<file path="config.mk">
export PLATFORM = sky130hd
export DESIGN_NAME = watchdog_timer
export DESIGN_NICKNAME = d
export VERILOG_FILES = /design/src/watchdog_pkg.sv /design/src/watchdog_timer.sv
export VERILOG_INCLUDE_DIRS = /design/src
export SDC_FILE = /design/constraint.sdc
export NUM_CORES = 1
export LEC_CHECK = 0
export ABC_AREA = 1
export CELL_PAD_IN_SITES_DETAIL_PLACEMENT = 0
export CELL_PAD_IN_SITES_GLOBAL_PLACEMENT = 1
export CORE_MARGIN = 10
export CORE_UTILIZATION = 52
export CTS_BUF_LIST = sky130_fd_sc_hd__clkbuf_2
export CTS_CLUSTER_DIAMETER = 30
export DETAILED_ROUTE_END_ITERATION = 8
export DONT_BUFFER_PORTS = 1
export HOLD_SLACK_MARGIN = 0.06
export PLACE_DENSITY_LB_ADDON = 0.1
export SKIP_CTS_REPAIR_TIMING = 1
export SLEW_MARGIN = 30
export SYNTH_ARGS = -nofsm -noshare
export SYNTH_HDL_FRONTEND = slang
export SYNTH_SLANG_ARGS = --single-unit
</file>
<file path="constraint.sdc">
create_clock -name core_clk_i -period 3.6 [get_ports core_clk_i]
set_clock_uncertainty 0.2 [all_clocks]
set_input_delay 0.36 -clock core_clk_i [delete_from_list [all_inputs] [get_ports core_clk_i]]
set_output_delay 0.36 -clock core_clk_i [all_outputs]
set_load 0.05 [all_outputs]
</file>
<file path="src/watchdog_defs.svh">
// Constants of the watchdog block: register indices, field positions, reset values.
// Assumes the includer places byte address = 4 * index on the register bus.
`ifndef WATCHDOG_DEFS_SVH
`define WATCHDOG_DEFS_SVH

`define WDT_IDX_W 14
`define WDT_OPTION_IDX 14'h0081
`define WDT_CONFIG_IDX 14'h2007
`define WDT_STATUS_IDX 14'h0003

`define WDT_OPT_PSA_BIT 3
`define WDT_OPT_PS_MSB 2
`define WDT_OPT_PS_LSB 0
`define WDT_CFG_FUSE_BIT 2

`define WDT_OPTION_RST 8'hff
`define WDT_CONFIG_RST 8'h00
`define WDT_COUNT_CLEAR 8'h00
`define WDT_BASE_LAST 8'hff

`endif

</file>
<file path="src/watchdog_pkg.sv">
// Types shared by the watchdog block.
// Assumes watchdog_defs.svh is on the include path.
package watchdog_pkg;

  typedef enum logic {PWR_RUN, PWR_SLEEP} power_state_e;

  typedef struct packed {
    logic read;
    logic write;
    logic [15:0] address;
    logic [31:0] writedata;
    logic [3:0] byteenable;
  } avs_req_s;

  typedef struct packed {
    logic timeout_status_n;
    logic powerdown_status_n;
  } wdt_flags_s;

endpackage : watchdog_pkg

</file>
<file path="src/watchdog_timer.sv">
// Watchdog timer with sleep wake-up, shared postscaler and Avalon-MM registers.
// Assumes instruction strobes come from core logic on core_clk_i; the oscillator
// tick and the configuration strap arrive from outside and are synchronised here.
//
// What this block does
// RL1 - Watchdog counts its own oscillator, also in sleep.
// RL2 - Expiry while running raises a watchdog reset.
// RL3 - Expiry during sleep wakes the device instead.
// RL4 - Every expiry drives the time-out flag low.
// RL5 - Cleared enable fuse keeps the watchdog off.
// RL6 - One postscaler shared with the basic timer.
// RL7 - Clear or sleep zeroes counter and assigned postscaler.
// RL8 - Clear zeroes prescaler count, keeps its assignment.
// RL9 - Sleep: counter 00h, time-out flag high, power-down flag low, oscillator stopped.
// RL10 - Base period is a parameter, times postscaler ratio.
//
// Decided for this implementation: the Avalon-MM slave port.
`include "watchdog_defs.svh"

module watchdog_timer
  import watchdog_pkg::*;
#(
  parameter logic [7:0] WDT_LAST = `WDT_BASE_LAST
)
(
  // Clock, reset and enable.
  input wire logic core_clk_i,
  input wire logic rst_i,
  input wire logic ce_i,
  // Watchdog oscillator and configuration strap pins.
  input wire logic wdt_osc_i,
  input wire logic [7:0] config_strap_i,
  // Core instruction strobes and basic timer clock.
  input wire logic watchdog_clear_instr_i,
  input wire logic sleep_instr_i,
  input wire logic basic_timer_tick_i,
  // Avalon-MM slave.
  input wire logic [15:0] avs_address_i,
  input wire logic avs_read_i,
  input wire logic avs_write_i,
  input wire logic [31:0] avs_writedata_i,
  input wire logic [3:0] avs_byteenable_i,
  output logic [31:0] avs_readdata_o,
  output logic avs_waitrequest_o,
  // Device control and status.
  output logic wdt_reset_o,
  output logic wake_o,
  output logic osc_stop_o,
  output logic timeout_status_n_o,
  output logic powerdown_status_n_o,
  output logic basic_timer_inc_o
);

  // Postscaler terminal count: 2**ps - 1 for the watchdog, 2**(ps+1) - 1 for the timer.
  function automatic logic [7:0] ratio_mask(input logic [2:0] ps, input logic for_wdt);
    logic [8:0] ratio;
    ratio = for_wdt ? (9'h001 << ps) : (9'h002 << ps);
    return 8'(ratio - 9'h001);
  endfunction : ratio_mask

  avs_req_s req;
  wdt_flags_s flags_ff;
  wdt_flags_s nxt_flags;
  power_state_e state_ff;
  power_state_e nxt_state;

  logic osc_meta_ff;
  logic osc_sync_ff;
  logic osc_prev_ff;
  logic [7:0] strap_meta_ff;
  logic [7:0] strap_sync_ff;
  logic captured_ff;
  logic nxt_captured;
  logic [7:0] config_word_ff;
  logic [7:0] nxt_config_word;
  logic [7:0] option_ff;
  logic [7:0] nxt_option;
  logic [7:0] count_ff;
  logic [7:0] nxt_count;
  logic [7:0] pre_ff;
  logic [7:0] nxt_pre;
  logic wdt_reset_ff;
  logic nxt_wdt_reset;
  logic wake_ff;
  logic nxt_wake;
  logic osc_stop_ff;
  logic nxt_osc_stop;
  logic timer_inc_ff;
  logic nxt_timer_inc;
  logic [31:0] readdata_ff;
  logic [31:0] nxt_readdata;
  logic waitreq_ff;
  logic nxt_waitreq;

  logic osc_tick;
  logic fuse_on;
  logic wdt_assigned;
  logic [2:0] ps;
  logic expire;
  logic instr_clear;
  logic instr_sleep;
  logic [`WDT_IDX_W-1:0] idx;
  logic [31:0] rd_mux;
  logic wr_take;

  assign req.read = avs_read_i;
  assign req.write = avs_write_i;
  assign req.address = avs_address_i;
  assign req.writedata = avs_writedata_i;
  assign req.byteenable = avs_byteenable_i;

  // Synchroniser and edge detector for the watchdog oscillator pin.
  always_ff @(posedge core_clk_i or posedge rst_i)
  begin
    if (rst_i)
    begin
      osc_meta_ff <= 1'b0;
      osc_sync_ff <= 1'b0;
      osc_prev_ff <= 1'b0;
    end
    else if (ce_i)
    begin
      osc_meta_ff <= wdt_osc_i;
      osc_sync_ff <= osc_meta_ff;
      osc_prev_ff <= osc_sync_ff;
    end
  end

  // No reset here, so the strap level is already settled when reset ends.
  always_ff @(posedge core_clk_i)
  begin
    if (ce_i)
    begin
      strap_meta_ff <= config_strap_i;
      strap_sync_ff <= strap_meta_ff;
    end
  end

  // The watchdog advances only on edges of its own oscillator, sampled on core_clk_i,
  // so sleep does not stop it, but a halted core_clk_i does.
  assign osc_tick = osc_sync_ff & ~osc_prev_ff; // RL1

  assign fuse_on = config_word_ff[`WDT_CFG_FUSE_BIT]; // RL5
  assign wdt_assigned = option_ff[`WDT_OPT_PSA_BIT]; // RL6
  assign ps = option_ff[`WDT_OPT_PS_MSB:`WDT_OPT_PS_LSB]; // RL6

  // Instructions are not executed while the core sleeps.
  assign instr_clear = watchdog_clear_instr_i & (state_ff == PWR_RUN);
  assign instr_sleep = sleep_instr_i & (state_ff == PWR_RUN);

  assign idx = req.address[15:2];
  assign wr_take = req.write & ~req.read & ~waitreq_ff;

  always_comb
  begin
    rd_mux = 32'h0000_0000;
    unique case (idx)
      `WDT_OPTION_IDX: rd_mux = {24'h00_0000, option_ff};
      `WDT_CONFIG_IDX: rd_mux = {24'h00_0000, config_word_ff};
      `WDT_STATUS_IDX: rd_mux = {16'h0000, count_ff, 5'h00, state_ff == PWR_SLEEP,
        flags_ff.powerdown_status_n, flags_ff.timeout_status_n};
      default: rd_mux = 32'h0000_0000;
    endcase
  end

  always_comb
  begin
    nxt_count = count_ff;
    nxt_pre = pre_ff;
    nxt_flags = flags_ff;
    nxt_state = state_ff;
    nxt_option = option_ff;
    nxt_config_word = config_word_ff;
    nxt_captured = captured_ff;
    nxt_wdt_reset = 1'b0;
    nxt_wake = 1'b0;
    nxt_osc_stop = osc_stop_ff;
    nxt_timer_inc = 1'b0;
    nxt_readdata = readdata_ff;
    nxt_waitreq = 1'b1;
    expire = 1'b0;

    // The configuration word is caught once, after reset is released.
    if (!captured_ff)
    begin
      nxt_config_word = strap_sync_ff;
      nxt_captured = 1'b1;
    end

    // Watchdog counter and, when assigned, its postscaler.
    if (!fuse_on)
    begin
      nxt_count = `WDT_COUNT_CLEAR; // RL5
    end
    else if (osc_tick)
    begin
      if (count_ff == WDT_LAST) // RL10
      begin
        nxt_count = `WDT_COUNT_CLEAR;
        if (wdt_assigned)
        begin
          if (pre_ff == ratio_mask(ps, 1'b1)) // RL10
          begin
            nxt_pre = 8'h00;
            expire = 1'b1;
          end
          else
          begin
            nxt_pre = pre_ff + 8'h01; // RL6
          end
        end
        else
        begin
          expire = 1'b1;
        end
      end
      else
      begin
        nxt_count = count_ff + 8'h01;
      end
    end

    // Basic timer path through the same prescaler when it is not assigned.
    if (!wdt_assigned && basic_timer_tick_i)
    begin
      if (pre_ff == ratio_mask(ps, 1'b0))
      begin
        nxt_pre = 8'h00; // RL6
        nxt_timer_inc = 1'b1;
      end
      else
      begin
        nxt_pre = pre_ff + 8'h01;
      end
    end

    if (instr_clear || instr_sleep)
    begin
      nxt_count = `WDT_COUNT_CLEAR; // RL7
      if (wdt_assigned)
      begin
        nxt_pre = 8'h00; // RL7
      end
    end

    // The option register, and so the assignment bit, is left as it stands.
    if (instr_clear)
    begin
      nxt_pre = 8'h00; // RL8
      nxt_flags.timeout_status_n = 1'b1;
      nxt_flags.powerdown_status_n = 1'b1;
    end

    if (instr_sleep)
    begin
      nxt_pre = 8'h00; // RL9
      nxt_flags.timeout_status_n = 1'b1; // RL9
      nxt_flags.powerdown_status_n = 1'b0; // RL9
      nxt_state = PWR_SLEEP; // RL9
      nxt_osc_stop = 1'b1; // RL9
    end

    // An expiry wins over a clear or sleep issued in the same cycle.
    if (expire)
    begin
      nxt_flags.timeout_status_n = 1'b0; // RL4
      unique case (state_ff)
        PWR_RUN:
        begin
          nxt_wdt_reset = 1'b1; // RL2
          nxt_state = PWR_RUN;
          nxt_osc_stop = 1'b0;
        end
        PWR_SLEEP:
        begin
          nxt_wake = 1'b1; // RL3
          nxt_state = PWR_RUN; // RL3
          nxt_osc_stop = 1'b0; // RL3
        end
      endcase
    end

    // Avalon slave: one wait cycle, then the answer with waitrequest low.
    if ((req.read ^ req.write) && waitreq_ff)
    begin
      nxt_waitreq = 1'b0;
      nxt_readdata = req.read ? rd_mux : 32'h0000_0000;
    end

    if (wr_take && idx == `WDT_OPTION_IDX && req.byteenable[0])
    begin
      nxt_option = req.writedata[7:0]; // RL6
    end
  end

  always_ff @(posedge core_clk_i or posedge rst_i)
  begin
    if (rst_i)
    begin
      count_ff <= `WDT_COUNT_CLEAR;
      pre_ff <= 8'h00;
      flags_ff <= 2'b11;
      state_ff <= PWR_RUN;
      option_ff <= `WDT_OPTION_RST;
      config_word_ff <= `WDT_CONFIG_RST;
      captured_ff <= 1'b0;
      wdt_reset_ff <= 1'b0;
      wake_ff <= 1'b0;
      osc_stop_ff <= 1'b0;
      timer_inc_ff <= 1'b0;
      readdata_ff <= 32'h0000_0000;
      waitreq_ff <= 1'b1;
    end
    else if (ce_i)
    begin
      count_ff <= nxt_count;
      pre_ff <= nxt_pre;
      flags_ff <= nxt_flags;
      state_ff <= nxt_state;
      option_ff <= nxt_option;
      config_word_ff <= nxt_config_word;
      captured_ff <= nxt_captured;
      wdt_reset_ff <= nxt_wdt_reset;
      wake_ff <= nxt_wake;
      osc_stop_ff <= nxt_osc_stop;
      timer_inc_ff <= nxt_timer_inc;
      readdata_ff <= nxt_readdata;
      waitreq_ff <= nxt_waitreq;
    end
  end

  assign avs_readdata_o = readdata_ff;
  assign avs_waitrequest_o = waitreq_ff;
  assign wdt_reset_o = wdt_reset_ff;
  assign wake_o = wake_ff;
  assign osc_stop_o = osc_stop_ff;
  assign timeout_status_n_o = flags_ff.timeout_status_n;
  assign powerdown_status_n_o = flags_ff.powerdown_status_n;
  assign basic_timer_inc_o = timer_inc_ff;

endmodule : watchdog_timer

</file>
* Word-level counts from Yosys, hierarchy flattened
Index checks and enable logic that the tools add are counted.
** Word-level totals
- Output and inout port bits :: 39
- Bits in registers :: 91
** Cells by class
- Muxes and demuxes :: 34
- Equal/unequal tests :: 7
- Bitwise gates (word level) :: 11
- Shift operators :: 2
- Add/subtract/negate cells :: 4
- Reduce and logical (&&, ||, !) cells :: 16
** Operators with widths (number)
- two-way mux 8 bit :: 15
- case mux 16 bit (3 select lines) :: 1
- two-way mux 32 bit :: 1
- adder 8 x 1 -> 8 bit (second input constant) :: 2
- equality test 8 bit :: 2
- subtractor 8 x 1 -> 8 bit (second input constant) :: 2
- two-way mux 1 bit :: 15
- equality test 14 bit (second input constant) :: 1
- equality test 14 x 2 -> 1 bit (second input constant) :: 1
- equality test 14 x 8 -> 1 bit (second input constant) :: 1
- AND reduction 2 bit :: 7
- equality test 8 bit (second input constant) :: 1
- << shifter 1 x 3 -> 8 bit (first input constant) :: 1
- << shifter 2 x 3 -> 8 bit (first input constant) :: 1
- bitwise AND 1 bit :: 5
- NOT 1 bit :: 5
- logical AND 1 bit :: 4
- two-way mux 2 bit :: 2
- nonzero test 2 bit :: 2
- inequality test 3 x 1 -> 1 bit (second input constant) :: 1
- nonzero test 3 bit :: 1
- logical NOT 1 bit :: 1
- logical OR 1 bit :: 1
- bitwise XOR 1 bit :: 1

* Logic depth before layout (Yosys ltp)
- Depth in word-level cells :: 13
- Depth in mapped cells :: 18
- Gate-level depth less buffers :: 17

* Least setup slack after synthesis
No wires, ideal clock.
- Kind :: register to register
- Start point :: register option_ff[2]
- End point :: register osc_stop_ff (netlist: osc_stop_o)
- Clock period less this slack :: 2.319 ns
- Arrival time :: 1.991 ns
- Data required time :: 3.272 ns
- Setup slack :: 1.281 ns
- Path buffers :: 1
- Cell stages (with the launch flop) :: 16
- Cells stage by stage :: dfstp_2 > buf_4 > inv_4 > nand2_1 > ha_1 > nand2_1 > nand2_1 > nor2_1 > nand2_1 > nor2_1 > nand2_1 > nor2_1 > nand2_2 > nand2_1 > nand4_1 > a21boi_1
** Between the ends
- Longest elaborated chain between the ends :: 10
** RTL lines
- start: declaration :: RTL line watchdog_timer.sv:76 : logic [7:0] option_ff;
- start signal: assignment :: RTL line watchdog_timer.sv:304 : option_ff <= `WDT_OPTION_RST;
- start signal: assignment :: RTL line watchdog_timer.sv:320 : option_ff <= nxt_option;
- << shifter 1 x 3 -> 8 bit (*)
- subtractor 8 x 1 -> 8 bit (*) :: RTL line watchdog_timer.sv:58 : return 8'(ratio - 9'h001);
- equality test 8 bit (*) :: RTL line watchdog_timer.sv:202 : if (pre_ff == ratio_mask(ps, 1'b1))
- two-way mux 1 bit (*) :: RTL line watchdog_timer.sv:202
- two-way mux 1 bit (*) :: RTL line watchdog_timer.sv:200 : if (wdt_assigned)
- two-way mux 1 bit (*) :: RTL line watchdog_timer.sv:197 : if (count_ff == WDT_LAST)
- two-way mux 1 bit (*) :: RTL line watchdog_timer.sv:195 : else if (osc_tick)
- two-way mux 1 bit (*) :: RTL line watchdog_timer.sv:191 : if (!fuse_on)
- nonzero test 2 bit (no line)
- AND reduction 2 bit (no line)
- end signal: assignment :: RTL line watchdog_timer.sv:325 : osc_stop_ff <= nxt_osc_stop;
- end: declaration :: RTL line watchdog_timer.sv:86 : logic osc_stop_ff;
Every way passes the cells marked *; elsewhere a longest branch is shown, timed or not.
A chain may end at the register's enable or synchronous reset.

* Worst setup path in the final report
Same ends and word-level chain as after synthesis.

==> results.md <==
- Post-synth cell types: 44
- Longest Clk Path Bufs: 2
- CTS sink cnt: 75
- # fillers: 709
- Multi-input logic area: 1720 um2
- Antenna Violating Nets Remaining: 0
- Worst Hold Path EP: count_ff[1]$_DFFE_PP0P_
- Multiplexer area fraction after synthesis: 0.277%
- Setup TNS: 0 ns
- CP endpoint kind: register
- Cell count after synthesis: about 500
- H-Tree Depth: 3
- Most frequent cell after synthesis: nand2_1
- Top cells by count, synth: nand2_1, inv_1, dfrtp_1
- Max-slew headroom: 49.0%
- Largest delay share family, worst path: simple AND/OR/NAND/NOR gates
- Placed Cells: 586
- First-pass DRT Iterations: 4
- RePlAce Congestion: just over 0.8
- Synth Flop Type: dfrtp_1
- Post-synthesis cell area: 4060 um2
- CP startpoint kind: register
- Seq cells post-synth: 75
- Core Footprint: 7650 um2
- GR Overflow Total: 0
- Port Buffers: 0
- First-pass GRT wire length: between 15000 and 20000 um
- Tot GR Track Use: 16.9%
- Crit share post-route: 74.4%
- Starting Density: 53.1%
- EDFF count, synth: 16
- Final core utilization: 58.0%
- RR Startpoint: option_ff[2]$_DFFE_PP1P_
- Die span in y: 108 um
- Die width: 108 um
- Layout net count: 594
- Power Dens Cells: 423 nW/um2
- Root Buffer: clkbuf_2
- Main combinational cell family by area after synthesis: simple AND/OR/NAND/NOR gates
- Slew @ Worst Pin: 0.765 ns
- Initial DRC count: 141
- Number of global-route vias before repair: between 3000 and 4000
- Reg2reg setup slack: 0.92 ns
- Hold Path Stages: 5
- Bufs and invs on worst path: 2
- Io pins: 108
- Residual DRC: 0
- Crit path max-delay cell type: dfstp_2
- CTS buffer count: 9
- Final Instance Area: approximately 4400 um2
- Post-Synth Adder-Cell Area: 1.23%
- DIE AREA: 11800 um2
- Synth Area in Compound Gates: 12.1%
- XOR/XNOR Fraction of Synth Area: around 1.9%
- Via count: between 3000 and 4000
- Top cell by count, worst path: nand2_1
- Share of cells above drive strength 1: between 10% and 20%
- Minimum clock period: 2.68 ns
- FF-to-FF End: osc_stop_o$_DFFE_PP0P_
- Clk Latency, worst-skew pair: 0.52 ns
- Routed wire length: 9900 um
- Setup Viol. Count Final: 0
- Cell area after placement: between 4000 and 5000 um2
- Largest stage delay, worst path: 0.69 ns
- CTS tree: yes
- Post-synthesis sequential area ratio: 48.5%
- Cell row count: 32
- Static Leak: 0.00217 uW
- Worst Path Required: between 3 and 4 ns
- Simple-gate share of the synthesized area: between 20% and 30%
- Peak fanout along the critical path: 10
- Peak supply drop: ~0.35 mV
- Sequential cell area: 1970 um2
- Clock slew at reported path FFs: 0.23 ns
- Synth warnings: 0
- Max-cap violations: 0
- CP arrival: 2.92 ns
- Hold_sp: sleep_instr_i
- Hold WC Path Type: in -> reg
- WL per Instance: roughly 16 um
- Fmax: 373 MHz
- RSZ-0062 raised after global routing: false
- Largest area contributor in the netlist: dfrtp_1
- Crit Path Class: reg -> reg
- Mapped Avg Cell Area: 8.14 um2
- R2R depth: 13
- HPWL after detailed placement: 6920 um
- Final number of hold-violating endpoints: 0
- Hold WS: around 0.031 ns
- Final Non-Filler Cells: ~630
- FFs w/ async S/R, synth: 78.7%
- Area Overhead vs Synth: 9.11%
- Final Max Slew Viols: 0
- Initial antenna violation count: 0
- Antenna cells: 0
- Largest net degree at the start of global routing: 36
- Synth top area share: 29.6%
- Status: complete, no violations
- Largest cells by area after synthesis: dfrtp_1, nand2_1, edfxtp_1, dfstp_2, inv_1
- CP Cell Sequence: inv_4 > nand2_1 > ha_1 > inv_1 > nand4_1 > nand2_1 > nand2_1 > nand2_1 > nor2_1 > nand2_2 > nand2_1 > nand4_1 > a21boi_1
- DR vias/cell: just over 5
-- metrics by stage --
stage | total power (uW) | setup slack (ns)
detailed placement | 1380 | 0.937
floorplan | 1330 | 1.28
finish | 1880 | 0.922
global route | 1990 | 0.609
global placement | 1370 | 0.948
CTS | 1850 | 0.935
-- logic make-up after synthesis --
family / count (synthesis)
and+or+nand+nor: 239
buffers and inverters: 89
AOI/OAI and AO/OA: 81
DFF: 75
xor gates and xnor gates: 9
adders and majority gates: 4
other: 1
muxes: 1
-- worst max-delay path by stage --
stage	from	to	slack, ns	cells past startpoint
floorplan	option_ff[2]$_DFFE_PP1P_	osc_stop_o$_DFFE_PP0P_	1.28	15
global placement	option_ff[2]$_DFFE_PP1P_	osc_stop_o$_DFFE_PP0P_	0.95	14
detailed placement	option_ff[2]$_DFFE_PP1P_	osc_stop_o$_DFFE_PP0P_	0.94	14
CTS	option_ff[2]$_DFFE_PP1P_	osc_stop_o$_DFFE_PP0P_	0.94	14
global route	option_ff[2]$_DFFE_PP1P_	osc_stop_o$_DFFE_PP0P_	0.61	14
finish	option_ff[2]$_DFFE_PP1P_	osc_stop_o$_DFFE_PP0P_	0.92	13
-- report_power, final --
| group | switching, uW | internal (uW) | total, uW |
|---|---|---|---|
| clock | 317 | 158 | 475 |
| combinational | 234 | 125 | 358 |
| sequential | 91.4 | 951 | 1040 |
| total | 642 | 1230 | 1880 |
-- registers in the layout (all words and copies together), names as in the netlist --
name and flops:
avs_readdata_o 16, osc_prev_ff 1, count_ff 8, option_ff 8
pre_ff 8, osc_meta_ff 1, basic_timer_inc_o 1, osc_stop_o 1
timeout_status_n_o 1, avs_waitrequest_o 1, wdt_reset_o 1, strap_meta_ff 8
powerdown_status_n_o 1, wake_o 1, config_word_ff 8, osc_sync_ff 1
captured_ff 1, strap_sync_ff 8
-- layout by cell type (no fill, tap or decap), drive strengths merged, types with 8 or more instances in the layout --
cell         count
conb            16
dfrtp           48
o22ai            8
inv             58
o21ai           20
dfstp           11
a21oi           35
dlygate4sd3     25
edfxtp          16
o31ai            8
nor2            46
nand2          142
nand3           33
clkbuf           9
xor2             9
-- routing by layer --
| metal | vias to the layer above | track usage, % | routed length (um) | share of wire (%) |
|---|---|---|---|---|
| li1 | 1634 | - | - | - |
| met4 | 0 | 6.03 | 119 | 1.2 |
| met1 | 1552 | 19.8 | 4190 | 42 |
| met5 | - | 0 | 0 | 0 |
| met2 | 63 | 28.7 | 5000 | 50 |
| met3 | 11 | 5.29 | 593 | 6.0 |
-- area by class of cell --
class | instances | area share [%]
Timing Repair Buffer | 27 | 6.26
Sequential cell | 75 | 44.4
Tap cell | 102 | 2.88
Multi-Input combinational cell | 350 | 38.9
Clock buffer | 9 | 1.02
Clock inverter | 7 | 1.55
Inverter | 58 | 4.97
-- worst min-delay path, delay by kind of cell --
kind | cells | cell delay, ns
AOI/OAI and AO/OA | 1 | 0.08
and+or+nand+nor | 4 | 0.27
(Power assumes the default switching activity.)
